[src/aotpg_regs.svh]
// register offsets, field positions, reset values, pattern words and timing
// counts of the output test-pattern generator; definitions only
`ifndef AOTPG_REGS_SVH
`define AOTPG_REGS_SVH
// ==========================================
// register byte offsets (apb, one word each)
`define AOTPG_ADDR_CTRL 8'h00
`define AOTPG_ADDR_FMT 8'h04
`define AOTPG_ADDR_USER1 8'h08
`define AOTPG_ADDR_USER2 8'h0c
`define AOTPG_ADDR_STAT 8'h10
// ==========================================
// field positions
`define AOTPG_CTRL_LONG_RST 4
`define AOTPG_CTRL_SHORT_RST 5
`define AOTPG_FMT_OFFBIN 0
`define AOTPG_FMT_ONE_LANE 1
`define AOTPG_FMT_LEN_LO 8
// ==========================================
// reset values and limits
`define AOTPG_LEN_RST 5'h10
`define AOTPG_LEN_MIN 5'h0c
`define AOTPG_LEN_MAX 5'h10
`define AOTPG_USER_RST 16'h0000
`define AOTPG_WORD_BITS 16
`define AOTPG_PRBS_BITS 14
// cycles after reset release before the straps are caught
`define AOTPG_STRAP_WAIT 2'h3
// ==========================================
// pattern words, 16-bit msb-aligned form
`define AOTPG_W_MID 16'h8000
`define AOTPG_W_POS_FS 16'hfffc
`define AOTPG_W_NEG_FS 16'h0000
`define AOTPG_W_CHECK_A 16'haaa8
`define AOTPG_W_CHECK_B 16'h5554
`define AOTPG_W_ONES 16'hfffc
`define AOTPG_W_ZEROS 16'h0000
`define AOTPG_W_SYNC16 16'h01fc
`define AOTPG_W_SYNC12 16'h03f0
`define AOTPG_W_ONE_HIGH 16'h8000
`define AOTPG_W_MIXED16 16'ha19c
`define AOTPG_W_MIXED12 16'ha330
`endif

[src/aotpg_pkg.sv]
// types shared by the test-pattern generator modules
// assumes nothing beyond a systemverilog compiler
package aotpg_pkg;
   // ==========================================
   // pattern select codes
   typedef enum logic [3:0] {
      pat_off = 4'h0,
      pat_mid = 4'h1,
      pat_pos_fs = 4'h2,
      pat_neg_fs = 4'h3,
      pat_checker = 4'h4,
      pat_long_prbs = 4'h5,
      pat_short_prbs = 4'h6,
      pat_one_zero = 4'h7,
      pat_user = 4'h8,
      pat_bit_toggle = 4'h9,
      pat_sync = 4'ha,
      pat_one_high = 4'hb,
      pat_mixed = 4'hc
   } aotpg_code_type;
   typedef logic [15:0] aotpg_word_type;
endpackage

[src/aotpg_sync.sv]
// two flip-flop synchroniser for a group of unrelated levels
// assumes each bit is a slow level; no bus coherence is given
module aotpg_sync #(
   parameter int WIDTH = 1
) (
   // clock, reset, enable
   input logic clk,
   input logic rst_n,
   input logic ce,
   // levels
   input logic [WIDTH-1:0] d,
   output logic [WIDTH-1:0] q
);
   logic [WIDTH-1:0] meta_q;
   logic [WIDTH-1:0] q_q;

   // first stage feeds only the second
   always_ff @(posedge clk or negedge rst_n) begin
      if (!rst_n) begin
         meta_q <= '0;
         q_q <= '0;
      end else if (ce) begin
         meta_q <= d;
         q_q <= meta_q;
      end
   end
   assign q = q_q;
endmodule

[src/aotpg_prbs.sv]
// pseudorandom word source: 14 serial bits per step, msb first
// assumes seed and step are one-cycle pulses on the same clock
module aotpg_prbs #(
   parameter int ORDER = 9,
   parameter int TAP = 4,
   parameter bit INVERT = 1'b0,
   parameter int BITS = 14
) (
   // clock, reset, enable
   input logic clk,
   input logic rst_n,
   input logic ce,
   // control
   input logic seed,
   input logic step,
   // current word
   output logic [BITS-1:0] word
);
   // advance the reference register by BITS bits and collect the output
   function automatic logic [ORDER+BITS-1:0] adv(input logic [ORDER-1:0] w);
      logic [ORDER-1:0] r;
      logic [BITS-1:0] o;
      logic nb;
      r = w;
      o = '0;
      nb = 1'b0;
      for (int i = 0; i < BITS; i++) begin
         o = {o[BITS-2:0], r[ORDER-1] ^ INVERT};
         // inverted variant runs xnor feedback so its register holds the complement, which the output inversion undoes
         nb = r[ORDER-1] ^ r[ORDER-1-TAP] ^ INVERT;
         r = {r[ORDER-2:0], nb};
      end
      return {o, r};
   endfunction

   // emitted stream starts all ones whichever variant this is
   localparam logic [ORDER+BITS-1:0] FIRST = adv({ORDER{~INVERT}});

   logic [ORDER-1:0] win_q;
   logic [BITS-1:0] word_q;

   always_ff @(posedge clk or negedge rst_n) begin
      if (!rst_n) begin
         {word_q, win_q} <= FIRST;
      end else if (ce) begin
         if (seed) begin
            {word_q, win_q} <= FIRST;
         end else if (step) begin
            {word_q, win_q} <= adv(win_q);
         end
      end
   end
   assign word = word_q;
endmodule

[src/aotpg_top.sv]
// output test-pattern generator with strap handling and lane serialisers
// assumes apb master on pclk; straps, selects and sample clock are async pins;
// converter samples arrive on pclk in offset binary
`include "aotpg_regs.svh"

module aotpg_top
   import aotpg_pkg::*;
#(
   parameter int CHANNELS = 4,
   parameter int SAMPLE_BITS = 14
) (
   // clock, reset, enable
   input logic pclk,
   input logic presetn,
   input logic ce,
   // apb slave
   input logic psel,
   input logic penable,
   input logic pwrite,
   input logic [7:0] paddr,
   input logic [31:0] pwdata,
   output logic [31:0] prdata,
   output logic pready,
   output logic pslverr,
   // straps and bank selects
   input logic lane_strap_pin,
   input logic pattern_strap_pin,
   input logic bank1_select_n,
   input logic bank2_select_n,
   // sample clock and converter data
   input logic sample_clk,
   input logic [2*CHANNELS*SAMPLE_BITS-1:0] adc_data,
   // link outputs
   output logic frame_clock_out_a,
   output logic frame_clock_out_b,
   output logic data_clock_out_a,
   output logic data_clock_out_b,
   output logic [2*CHANNELS-1:0] bank1_data_lanes,
   output logic [2*CHANNELS-1:0] bank2_data_lanes
);
   // ==========================================
   // pin synchronisers and frame edge
   logic [4:0] pin_s;
   logic smp_d_q;
   logic frame_q;
   logic dclk_q;
   logic half_q;
   logic frame_rise;
   logic [1:0] sel_s;

   aotpg_sync #(.WIDTH(5)) u_pins (
      .clk(pclk),
      .rst_n(presetn),
      .ce(ce),
      .d({sample_clk, bank2_select_n, bank1_select_n, pattern_strap_pin, lane_strap_pin}),
      .q(pin_s)
   );
   assign sel_s = pin_s[3:2];
   assign frame_rise = pin_s[4] & ~smp_d_q;

   always_ff @(posedge pclk or negedge presetn) begin
      if (!presetn) begin
         smp_d_q <= 1'b0;
         frame_q <= 1'b0;
         dclk_q <= 1'b0;
         half_q <= 1'b0;
      end else if (ce) begin
         smp_d_q <= pin_s[4];
         frame_q <= smp_d_q;             // delayed to line up with lane bits
         dclk_q <= frame_rise ? 1'b0 : ~dclk_q;
         half_q <= frame_rise ? ~half_q : half_q;
      end
   end
   assign frame_clock_out_a = frame_q;
   assign frame_clock_out_b = frame_q;
   assign data_clock_out_a = dclk_q;
   assign data_clock_out_b = dclk_q;

   // ==========================================
   // power-up strap capture
   logic [1:0] wait_q;
   logic strap_done_q;
   logic strapped_test_pattern_q;
   logic strap_one_lane_q;

   // sampled once, after the synchronisers have filled
   always_ff @(posedge pclk or negedge presetn) begin
      if (!presetn) begin
         wait_q <= 2'h0;
         strap_done_q <= 1'b0;
         strapped_test_pattern_q <= 1'b0;
         strap_one_lane_q <= 1'b0;
      end else if (ce && !strap_done_q) begin
         if (wait_q == `AOTPG_STRAP_WAIT) begin
            strap_done_q <= 1'b1;
            strapped_test_pattern_q <= pin_s[1] & (&sel_s);
            strap_one_lane_q <= ~pin_s[0] & (&sel_s);
         end else begin
            wait_q <= wait_q + 2'h1;
         end
      end
   end

   // ==========================================
   // apb register file
   aotpg_code_type code_q [2];
   logic offbin_q;
   logic fmt_one_lane_q;
   logic [4:0] len_q;
   logic [15:0] user1_q;
   logic [15:0] user2_q;
   logic pready_q;
   logic pslverr_q;
   logic [31:0] prdata_q;
   logic lane_mode_select;
   logic wr;
   logic [1:0] cfg_ok;
   logic [1:0] ctrl_wr;
   logic [4:0] new_len;

   // strap wins while both selects stay high
   assign lane_mode_select = (&sel_s && strap_done_q) ? strap_one_lane_q : fmt_one_lane_q;
   assign wr = psel & penable & pready_q & pwrite;
   assign cfg_ok = ~sel_s;
   assign ctrl_wr = {2{wr && paddr == `AOTPG_ADDR_CTRL}} & cfg_ok;
   assign new_len = pwdata[`AOTPG_FMT_LEN_LO +: 5];

   function automatic logic mapped(input logic [7:0] a);
      return a == `AOTPG_ADDR_CTRL || a == `AOTPG_ADDR_FMT || a == `AOTPG_ADDR_USER1
         || a == `AOTPG_ADDR_USER2 || a == `AOTPG_ADDR_STAT;
   endfunction

   function automatic logic [31:0] rd_word(input logic [7:0] a);
      logic [31:0] r;
      r = 32'h0;
      unique case (a)
         `AOTPG_ADDR_CTRL: r = {28'h0, code_q[0]};
         `AOTPG_ADDR_FMT: r = {19'h0, len_q, 6'h0, fmt_one_lane_q, offbin_q};
         `AOTPG_ADDR_USER1: r = {16'h0, user1_q};
         `AOTPG_ADDR_USER2: r = {16'h0, user2_q};
         `AOTPG_ADDR_STAT: r = {20'h0, code_q[1], code_q[0], sel_s,
            strapped_test_pattern_q, lane_mode_select};
         default: r = 32'h0;
      endcase
      return r;
   endfunction

   // answer prepared in setup, shown in the first access cycle
   always_ff @(posedge pclk or negedge presetn) begin
      if (!presetn) begin
         pready_q <= 1'b0;
         pslverr_q <= 1'b0;
         prdata_q <= 32'h0;
      end else if (ce) begin
         pready_q <= psel & ~penable;
         if (psel && !penable) begin
            pslverr_q <= ~mapped(paddr);
            prdata_q <= pwrite ? 32'h0 : rd_word(paddr);
         end
      end
   end
   assign pready = pready_q;
   assign pslverr = pslverr_q;
   assign prdata = prdata_q;

   // shared format and user words take a write if either bank is selected
   always_ff @(posedge pclk or negedge presetn) begin
      if (!presetn) begin
         offbin_q <= 1'b0;
         fmt_one_lane_q <= 1'b0;
         len_q <= `AOTPG_LEN_RST;
         user1_q <= `AOTPG_USER_RST;
         user2_q <= `AOTPG_USER_RST;
      end else if (ce && wr && |cfg_ok) begin
         if (paddr == `AOTPG_ADDR_FMT) begin
            offbin_q <= pwdata[`AOTPG_FMT_OFFBIN];
            fmt_one_lane_q <= pwdata[`AOTPG_FMT_ONE_LANE];
            // lengths outside 12..16 leave the old length in place
            if (new_len >= `AOTPG_LEN_MIN && new_len <= `AOTPG_LEN_MAX) begin
               len_q <= new_len;
            end
         end
         if (paddr == `AOTPG_ADDR_USER1) begin
            user1_q <= pwdata[15:0];
         end
         if (paddr == `AOTPG_ADDR_USER2) begin
            user2_q <= pwdata[15:0];
         end
      end
   end

   // ==========================================
   // pattern word selection
   function automatic aotpg_word_type pattern_word(input aotpg_code_type code,
      input logic alt, input logic [4:0] len, input logic offbin,
      input logic [13:0] longw, input logic [13:0] shortw, input aotpg_word_type normal);
      aotpg_word_type w;
      logic fmt;
      logic full;
      logic is12;
      w = normal;
      fmt = 1'b0;
      full = 1'b0;
      is12 = (len == `AOTPG_LEN_MIN);
      unique case (code)
         pat_mid: begin
            w = `AOTPG_W_MID;
            fmt = 1'b1;
         end
         pat_pos_fs: begin
            w = `AOTPG_W_POS_FS;
            fmt = 1'b1;
         end
         pat_neg_fs: begin
            w = `AOTPG_W_NEG_FS;
            fmt = 1'b1;
         end
         pat_checker: w = alt ? `AOTPG_W_CHECK_B : `AOTPG_W_CHECK_A;
         pat_long_prbs: begin
            w = {longw, 2'b00};
            fmt = 1'b1;
            full = 1'b1;
         end
         pat_short_prbs: begin
            w = {shortw, 2'b00};
            fmt = 1'b1;
            full = 1'b1;
         end
         pat_one_zero: w = alt ? `AOTPG_W_ZEROS : `AOTPG_W_ONES;
         pat_user: w = alt ? user2_q : user1_q;
         pat_bit_toggle: w = `AOTPG_W_CHECK_A;
         pat_sync: w = is12 ? `AOTPG_W_SYNC12 : `AOTPG_W_SYNC16;
         pat_one_high: w = `AOTPG_W_ONE_HIGH;
         pat_mixed: w = is12 ? `AOTPG_W_MIXED12 : `AOTPG_W_MIXED16;
         // off and spare codes pass samples
         default: begin
            w = normal;
            fmt = 1'b1;
         end
      endcase
      // twos complement unless offset binary chosen
      if (fmt && !offbin) begin
         w[15] = ~w[15];
      end
      if (!full) begin
         w = w & ~(16'hffff >> len);
      end
      return w;
   endfunction

   // ==========================================
   // per-bank generators and serialisers
   logic [2*CHANNELS-1:0] lanes [2];
   logic load;

   // one lane carries 16 bits over two frames, so load every other frame
   assign load = frame_rise & (~lane_mode_select | half_q);

   for (genvar b = 0; b < 2; b++) begin : g_bank
      aotpg_code_type cur;
      logic alt_q;
      logic two_word;
      logic [13:0] longw;
      logic [13:0] shortw;

      assign cur = strapped_test_pattern_q ? pat_one_high : code_q[b];
      assign two_word = cur == pat_checker || cur == pat_one_zero || cur == pat_user;

      always_ff @(posedge pclk or negedge presetn) begin
         if (!presetn) begin
            code_q[b] <= pat_off;
            alt_q <= 1'b0;
         end else if (ce) begin
            if (ctrl_wr[b]) begin
               code_q[b] <= aotpg_code_type'(pwdata[3:0]);
               alt_q <= 1'b0;
            end else if (load && two_word) begin
               alt_q <= ~alt_q;
            end
         end
      end

      aotpg_prbs #(.ORDER(23), .TAP(5), .INVERT(1'b1), .BITS(`AOTPG_PRBS_BITS)) u_long (
         .clk(pclk),
         .rst_n(presetn),
         .ce(ce),
         .seed(ctrl_wr[b] & pwdata[`AOTPG_CTRL_LONG_RST]),
         .step(load && cur == pat_long_prbs),
         .word(longw)
      );

      aotpg_prbs #(.ORDER(9), .TAP(4), .INVERT(1'b0), .BITS(`AOTPG_PRBS_BITS)) u_short (
         .clk(pclk),
         .rst_n(presetn),
         .ce(ce),
         .seed(ctrl_wr[b] & pwdata[`AOTPG_CTRL_SHORT_RST]),
         .step(load && cur == pat_short_prbs),
         .word(shortw)
      );

      for (genvar c = 0; c < CHANNELS; c++) begin : g_ch
         aotpg_word_type sh_q;
         aotpg_word_type word;
         logic lane1_q;
         logic lane0_q;

         assign word = pattern_word(cur, alt_q, len_q, offbin_q, longw, shortw,
            {adc_data[(b*CHANNELS+c)*SAMPLE_BITS +: SAMPLE_BITS],
             {(`AOTPG_WORD_BITS-SAMPLE_BITS){1'b0}}});

         // two lanes split the word in halves in two-lane mode, msb first; one-lane mode sends all 16 bits on lane0
         always_ff @(posedge pclk or negedge presetn) begin
            if (!presetn) begin
               sh_q <= '0;
               lane1_q <= 1'b0;
               lane0_q <= 1'b0;
            end else if (ce) begin
               if (load) begin
                  sh_q <= word;
               end else if (lane_mode_select) begin
                  sh_q <= {sh_q[14:0], 1'b0};
               end else begin
                  sh_q <= {sh_q[14:8], 1'b0, sh_q[6:0], 1'b0};
               end
               lane1_q <= lane_mode_select ? 1'b0 : sh_q[15];
               lane0_q <= lane_mode_select ? sh_q[15] : sh_q[7];
            end
         end
         assign lanes[b][2*c+1] = lane1_q;
         assign lanes[b][2*c] = lane0_q;
      end
   end

   assign bank1_data_lanes = lanes[0];
   assign bank2_data_lanes = lanes[1];
endmodule

[config.mk]
export PLATFORM = sky130hd
export DESIGN_NAME = aotpg_top
export DESIGN_NICKNAME = d
export VERILOG_FILES = /design/src/aotpg_pkg.sv /design/src/aotpg_sync.sv /design/src/aotpg_prbs.sv /design/src/aotpg_top.sv
export VERILOG_INCLUDE_DIRS = /design/src
export SDC_FILE = /design/constraint.sdc
export NUM_CORES = 1
export LEC_CHECK = 0
export ABC_AREA = 1
export BUFFER_PORTS_ARGS = -buffer_cell sky130_fd_sc_hd__buf_2
export CAP_MARGIN = 20
export CORE_ASPECT_RATIO = 1.75
export CORE_MARGIN = 4
export CORE_UTILIZATION = 58
export CTS_CLUSTER_SIZE = 16
export DETAILED_ROUTE_END_ITERATION = 7
export GPL_TIMING_DRIVEN = 0
export PLACE_DENSITY = 0.76
export SLEW_MARGIN = 5
export SYNTH_ARGS = -nofsm -noshare
export SYNTH_HDL_FRONTEND = slang
export SYNTH_SLANG_ARGS = --single-unit
[constraint.sdc]
create_clock -name pclk -period 3.2 [get_ports pclk]
set_input_delay 0.32 -clock pclk [delete_from_list [all_inputs] [get_ports pclk]]
set_output_delay 0.32 -clock pclk [all_outputs]
set_load 0.005 [all_outputs]
==> summary.txt <==
Layout
  • Fill cell count: between 2,000 and 3,000
  • Combined flip-flop and latch cell area: between 8000 and 9000 µm²
  • Core Util, Final: 67.52%
  • Multi-input gate area: 7969 µm²
  • Number of antenna repair diodes: 0
  • Fraction of layout instances using a drive strength above 1: 17.21%
  • Syn-to-layout area delta: 15.31%
  • Fin nets: around 2,800

Clocking
  • Hold-fix buffers at CTS: 4
  • Number of buffers between clock root and the deepest sink: 3
  • Buffer cell driving the clock tree root: clkbuf_16
  • CTS tree: yes
  • CTS-repair resized insts: 0
  • Worst-skew pair later-pin latency: 0.54 ns
  • Clock transition at path regs: about 0.06 ns
  • Number of clock buffers inserted by TritonCTS: 34
  • Clk sinks: 338
  • Level count of the clock H-tree: 2
  • Post-CTS Setup Bufs: 0

Place
  • Number of input and output port buffers inserted: 183
  • HPWL after detailed placement: 46.99 mm
  • Routability congestion estimate: 0.9782

Critical path
  • Crit-path leading delay family: simple AND/OR/NAND/NOR gates
  • Kind of launch point of the worst setup path: flop
  • Worst EP required: 3.63 ns
  • Largest stage delay, worst path: 0.55 ns
  • Slowest library cell on the worst path: nor3_2
  • Most frequent cell on the critical path: nand2_1
  • CP Class: flop to flop
  • Cell-by-cell listing of the critical path: clkbuf_1 > inv_1 > nand3_1 > inv_1 > nand2_1 > nand2_1 > nor3_2 > nand2_1 > nand2_1 > a21oi_1
  • Category of the worst setup path capture point: flop
  • Count of buffer and inverter cells on the critical path: 3
  • Launching element of the worst setup path: len_q[4]$_DFFE_PN1P_
  • Largest driver fanout on the critical path: 9
  • Start of the worst register-to-register path: len_q[4]$_DFFE_PN1P_
  • Arrival time at the worst endpoint: 3.41 ns

Die
  • Die ar.: around 34,000 µm²
  • Die H: 241.0 µm
  • Std-Cell Rows: 85
  • Starting utilization of the core area: 58.56%
  • Number of primary I/O pins: ~220
  • Core area: between 30,000 and 40,000 µm²
  • X dimension of the die: 141.2 µm

Yosys
  • Synth Instances: 2,390
  • Cell types occupying the most area after synthesis: dfrtp_1 (34%), nand2_1 (14%), dfstp_2 (13%), o21ai_0 (7.9%), a21oi_1 (6.1%)
  • Synth unique cells: between 40 and 50
  • Cell type with the highest aggregate area in the netlist: dfrtp_1
  • Post-synth top area share: 34.34%
  • Synth top cells by count: nand2_1 (684), o21ai_0 (285), dfrtp_1 (247)
  • Number of warnings printed during yosys synthesis: 0
  • Avg Inst Size Synth: 7.531 µm²
  • Leading register cell type out of synthesis: dfrtp_1
  • Top-count cell post-synth: nand2_1
  • Cell area after technology mapping: 18,000 µm²
  • EDFF count, synth: 0
  • Seq/Total Area, Yosys: 47.63%
  • Async set-reset flop share out of synthesis: 100.0%
  • Register bit count reported by yosys: around 340

Timing
  • Final Hold Fails: 0
  • Max-slew violation count: 0
  • Accumulated negative setup slack: 0 ns
  • Worst Tran Pin Value: roughly 1 ns
  • Post-Route Skew: 0.01468 ns
  • Max Clk Rate: roughly 340 MHz
  • Setup repair after global routing missed its margin: false
  • WHS: 0.02267 ns
  • Final period utilization: 93.11%
  • Relative slew slack: between 30% and 40%
  • Final Setup Violations: 0
  • Minimum clock period after layout: 2.980 ns

Route
  • Detailed-route wire length on metal 1: 22.00 mm
  • Mean routed wirelength per cell: 20.26 µm
  • TritonRoute pass-1 iters: 8
  • Final wirelength: just over 60 mm
  • Vias after detailed routing: 17,990
  • Residual antenna-violating net count after detailed routing: 0
  • Violation count after the first detailed-routing iteration: 1,591
  • Highest metal layer with signal wires: met5
  • DRC: 0
  • Vias per std cell: 5.907
  • Length of routed met2 wiring: about 31 mm
  • Met3 routed WL: 4.355 mm

Power and ir drop
  • Peak ir drop on the vdd network: 0.0005020 V
  • Static Leak: 10.31 nW
  • Overall Power: 11.17 mW
  • PD cells: 538.0 nW/µm²

Worst hold path
  • Startpoint of the lowest-slack hold path: pattern_strap_pin
  • Classification of the worst-slack hold path: input pin to flop

Global route
  • Global routing usage summed across all routing layers: around 36%
  • Number of antenna violations at the first check in global routing: 2
  • Largest net degree at the start of global routing: just over 90
  • First-pass GRT wire length: 94.41 mm
  • Overall overflow remaining after global route: 0
  • Vias in the first global route: 17,640

Run
  • Max Cap Violations: 0

Run status
  • Result of the run: completed
==> final cells by class <==
type	instances	share of cell area, %
Sequential cell	338	41.30
Multi-Input combinational cell	1734	38.40
Clock buffer	55	5.323
Timing Repair Buffer	190	5.052
Buffer	145	3.864
Inverter	188	3.430
Tap cell	391	2.357
Clock inverter	5	0.2713
==> registers in the layout, indices dropped and copies added, names as in the netlist, 2 cells and up <==
| register | cells |
|---|---|
| g_bank.g_ch.sh_q | 116 |
| g_bank.u_long.win_q | 46 |
| g_bank.u_long.word | 28 |
| g_bank.u_short.word | 28 |
| g_bank.u_short.win_q | 18 |
| prdata | 16 |
| user1_q | 16 |
| user2_q | 16 |
| code_q | 8 |
| g_bank.g_ch.lane0_q | 8 |
| g_bank.g_ch.lane1_q | 8 |
| len_q | 5 |
| u_pins.meta_q | 5 |
| u_pins.q | 5 |
| g_bank.alt_q | 2 |
| wait_q | 2 |
==> metrics by stage <==
stage	cells	worst slack, ns	cell area [µm²]
floorplan	2405	1.368	18050
global placement	2979	-4.501	19460
detailed placement	2982	0.3909	19550
CTS	3046	0.3681	20750
global route	3046	0.1585	20750
finish	3046	0.2205	20750
==> worst min-delay path: cells and delay by family <==
family | cells | cell delay, ns
buf+inv | 1 | 0.07
compound gates | 1 | 0.07
simple gates | 1 | 0.06
==> worst paths after layout <==
check / endpoint / slack [ns] / cells after the start
max: g_bank[0].g_ch[2].sh_q[5]$_DFFE_PN0P_ / 0.22 / 10
min: u_pins.meta_q[1]$_DFFE_PN0P_ / 0.02 / 3
max reg2reg: g_bank[0].g_ch[2].sh_q[5]$_DFFE_PN0P_ / 0.22 / 10
min reg2reg: g_bank[1].u_short.word[13]$_DFFE_PN1P_ / 0.47 / 2
max in group asynchronous: g_bank[1].u_long.win_q[4]$_DFFE_PN1P_ / 1.53 / 4
min in group asynchronous: g_bank[0].g_ch[1].sh_q[10]$_DFFE_PN0P_ / 0.35 / 2
==> where the power goes <==
group          total, mW  switching (mW)  leakage [nW]  internal (mW)
Sequential          5.26           0.360          3.93           4.90
Clock               4.19            1.74         0.569           2.45
Combinational       1.72            1.05          5.81          0.665
Total               11.2            3.15          10.3           8.01
==> per-layer routing <==
layer | global-route usage [%] | vias up
met4 | 23.39 | 4
li1 | - | 8240
met3 | 4.500 | 286
met2 | 62.32 | 897
met1 | 40.93 | 8567
met5 | 0 | -
==> placed cells by master (no fill, tap or decap), types with 18 or more instances in the layout <==
cell type  count
nor3_1        37
nand3_1       65
clkbuf_1      80
o21ai_1       27
o21ai_0      285
a21oi_1      218
inv_1        165
buf_2        202
nand2_1      684
dfrtp_1      247
clkbuf_16     38
buf_4         38
nor2_1       240
o22ai_1       20
inv_2         19
xor2_1        18
dfstp_2       91
==> kinds of logic (layout without fill, tap and decap cells) <==
| family | count (synthesis) | in the layout | share of synthesized area [%] |
|---|---|---|---|
| fa+ha+maj | 1 | 1 | 0.06951 |
| buf+inv | 333 | 583 | 8.412 |
| other cells | 1 | 16 | 0.02084 |
| simple gates | 1072 | 1072 | 24.14 |
| flops | 338 | 338 | 47.63 |
| compound gates | 615 | 615 | 18.26 |
| mux | 1 | 1 | 0.06256 |
| xor+xnor | 29 | 29 | 1.411 |
Power figures use the tool's default switching activity.
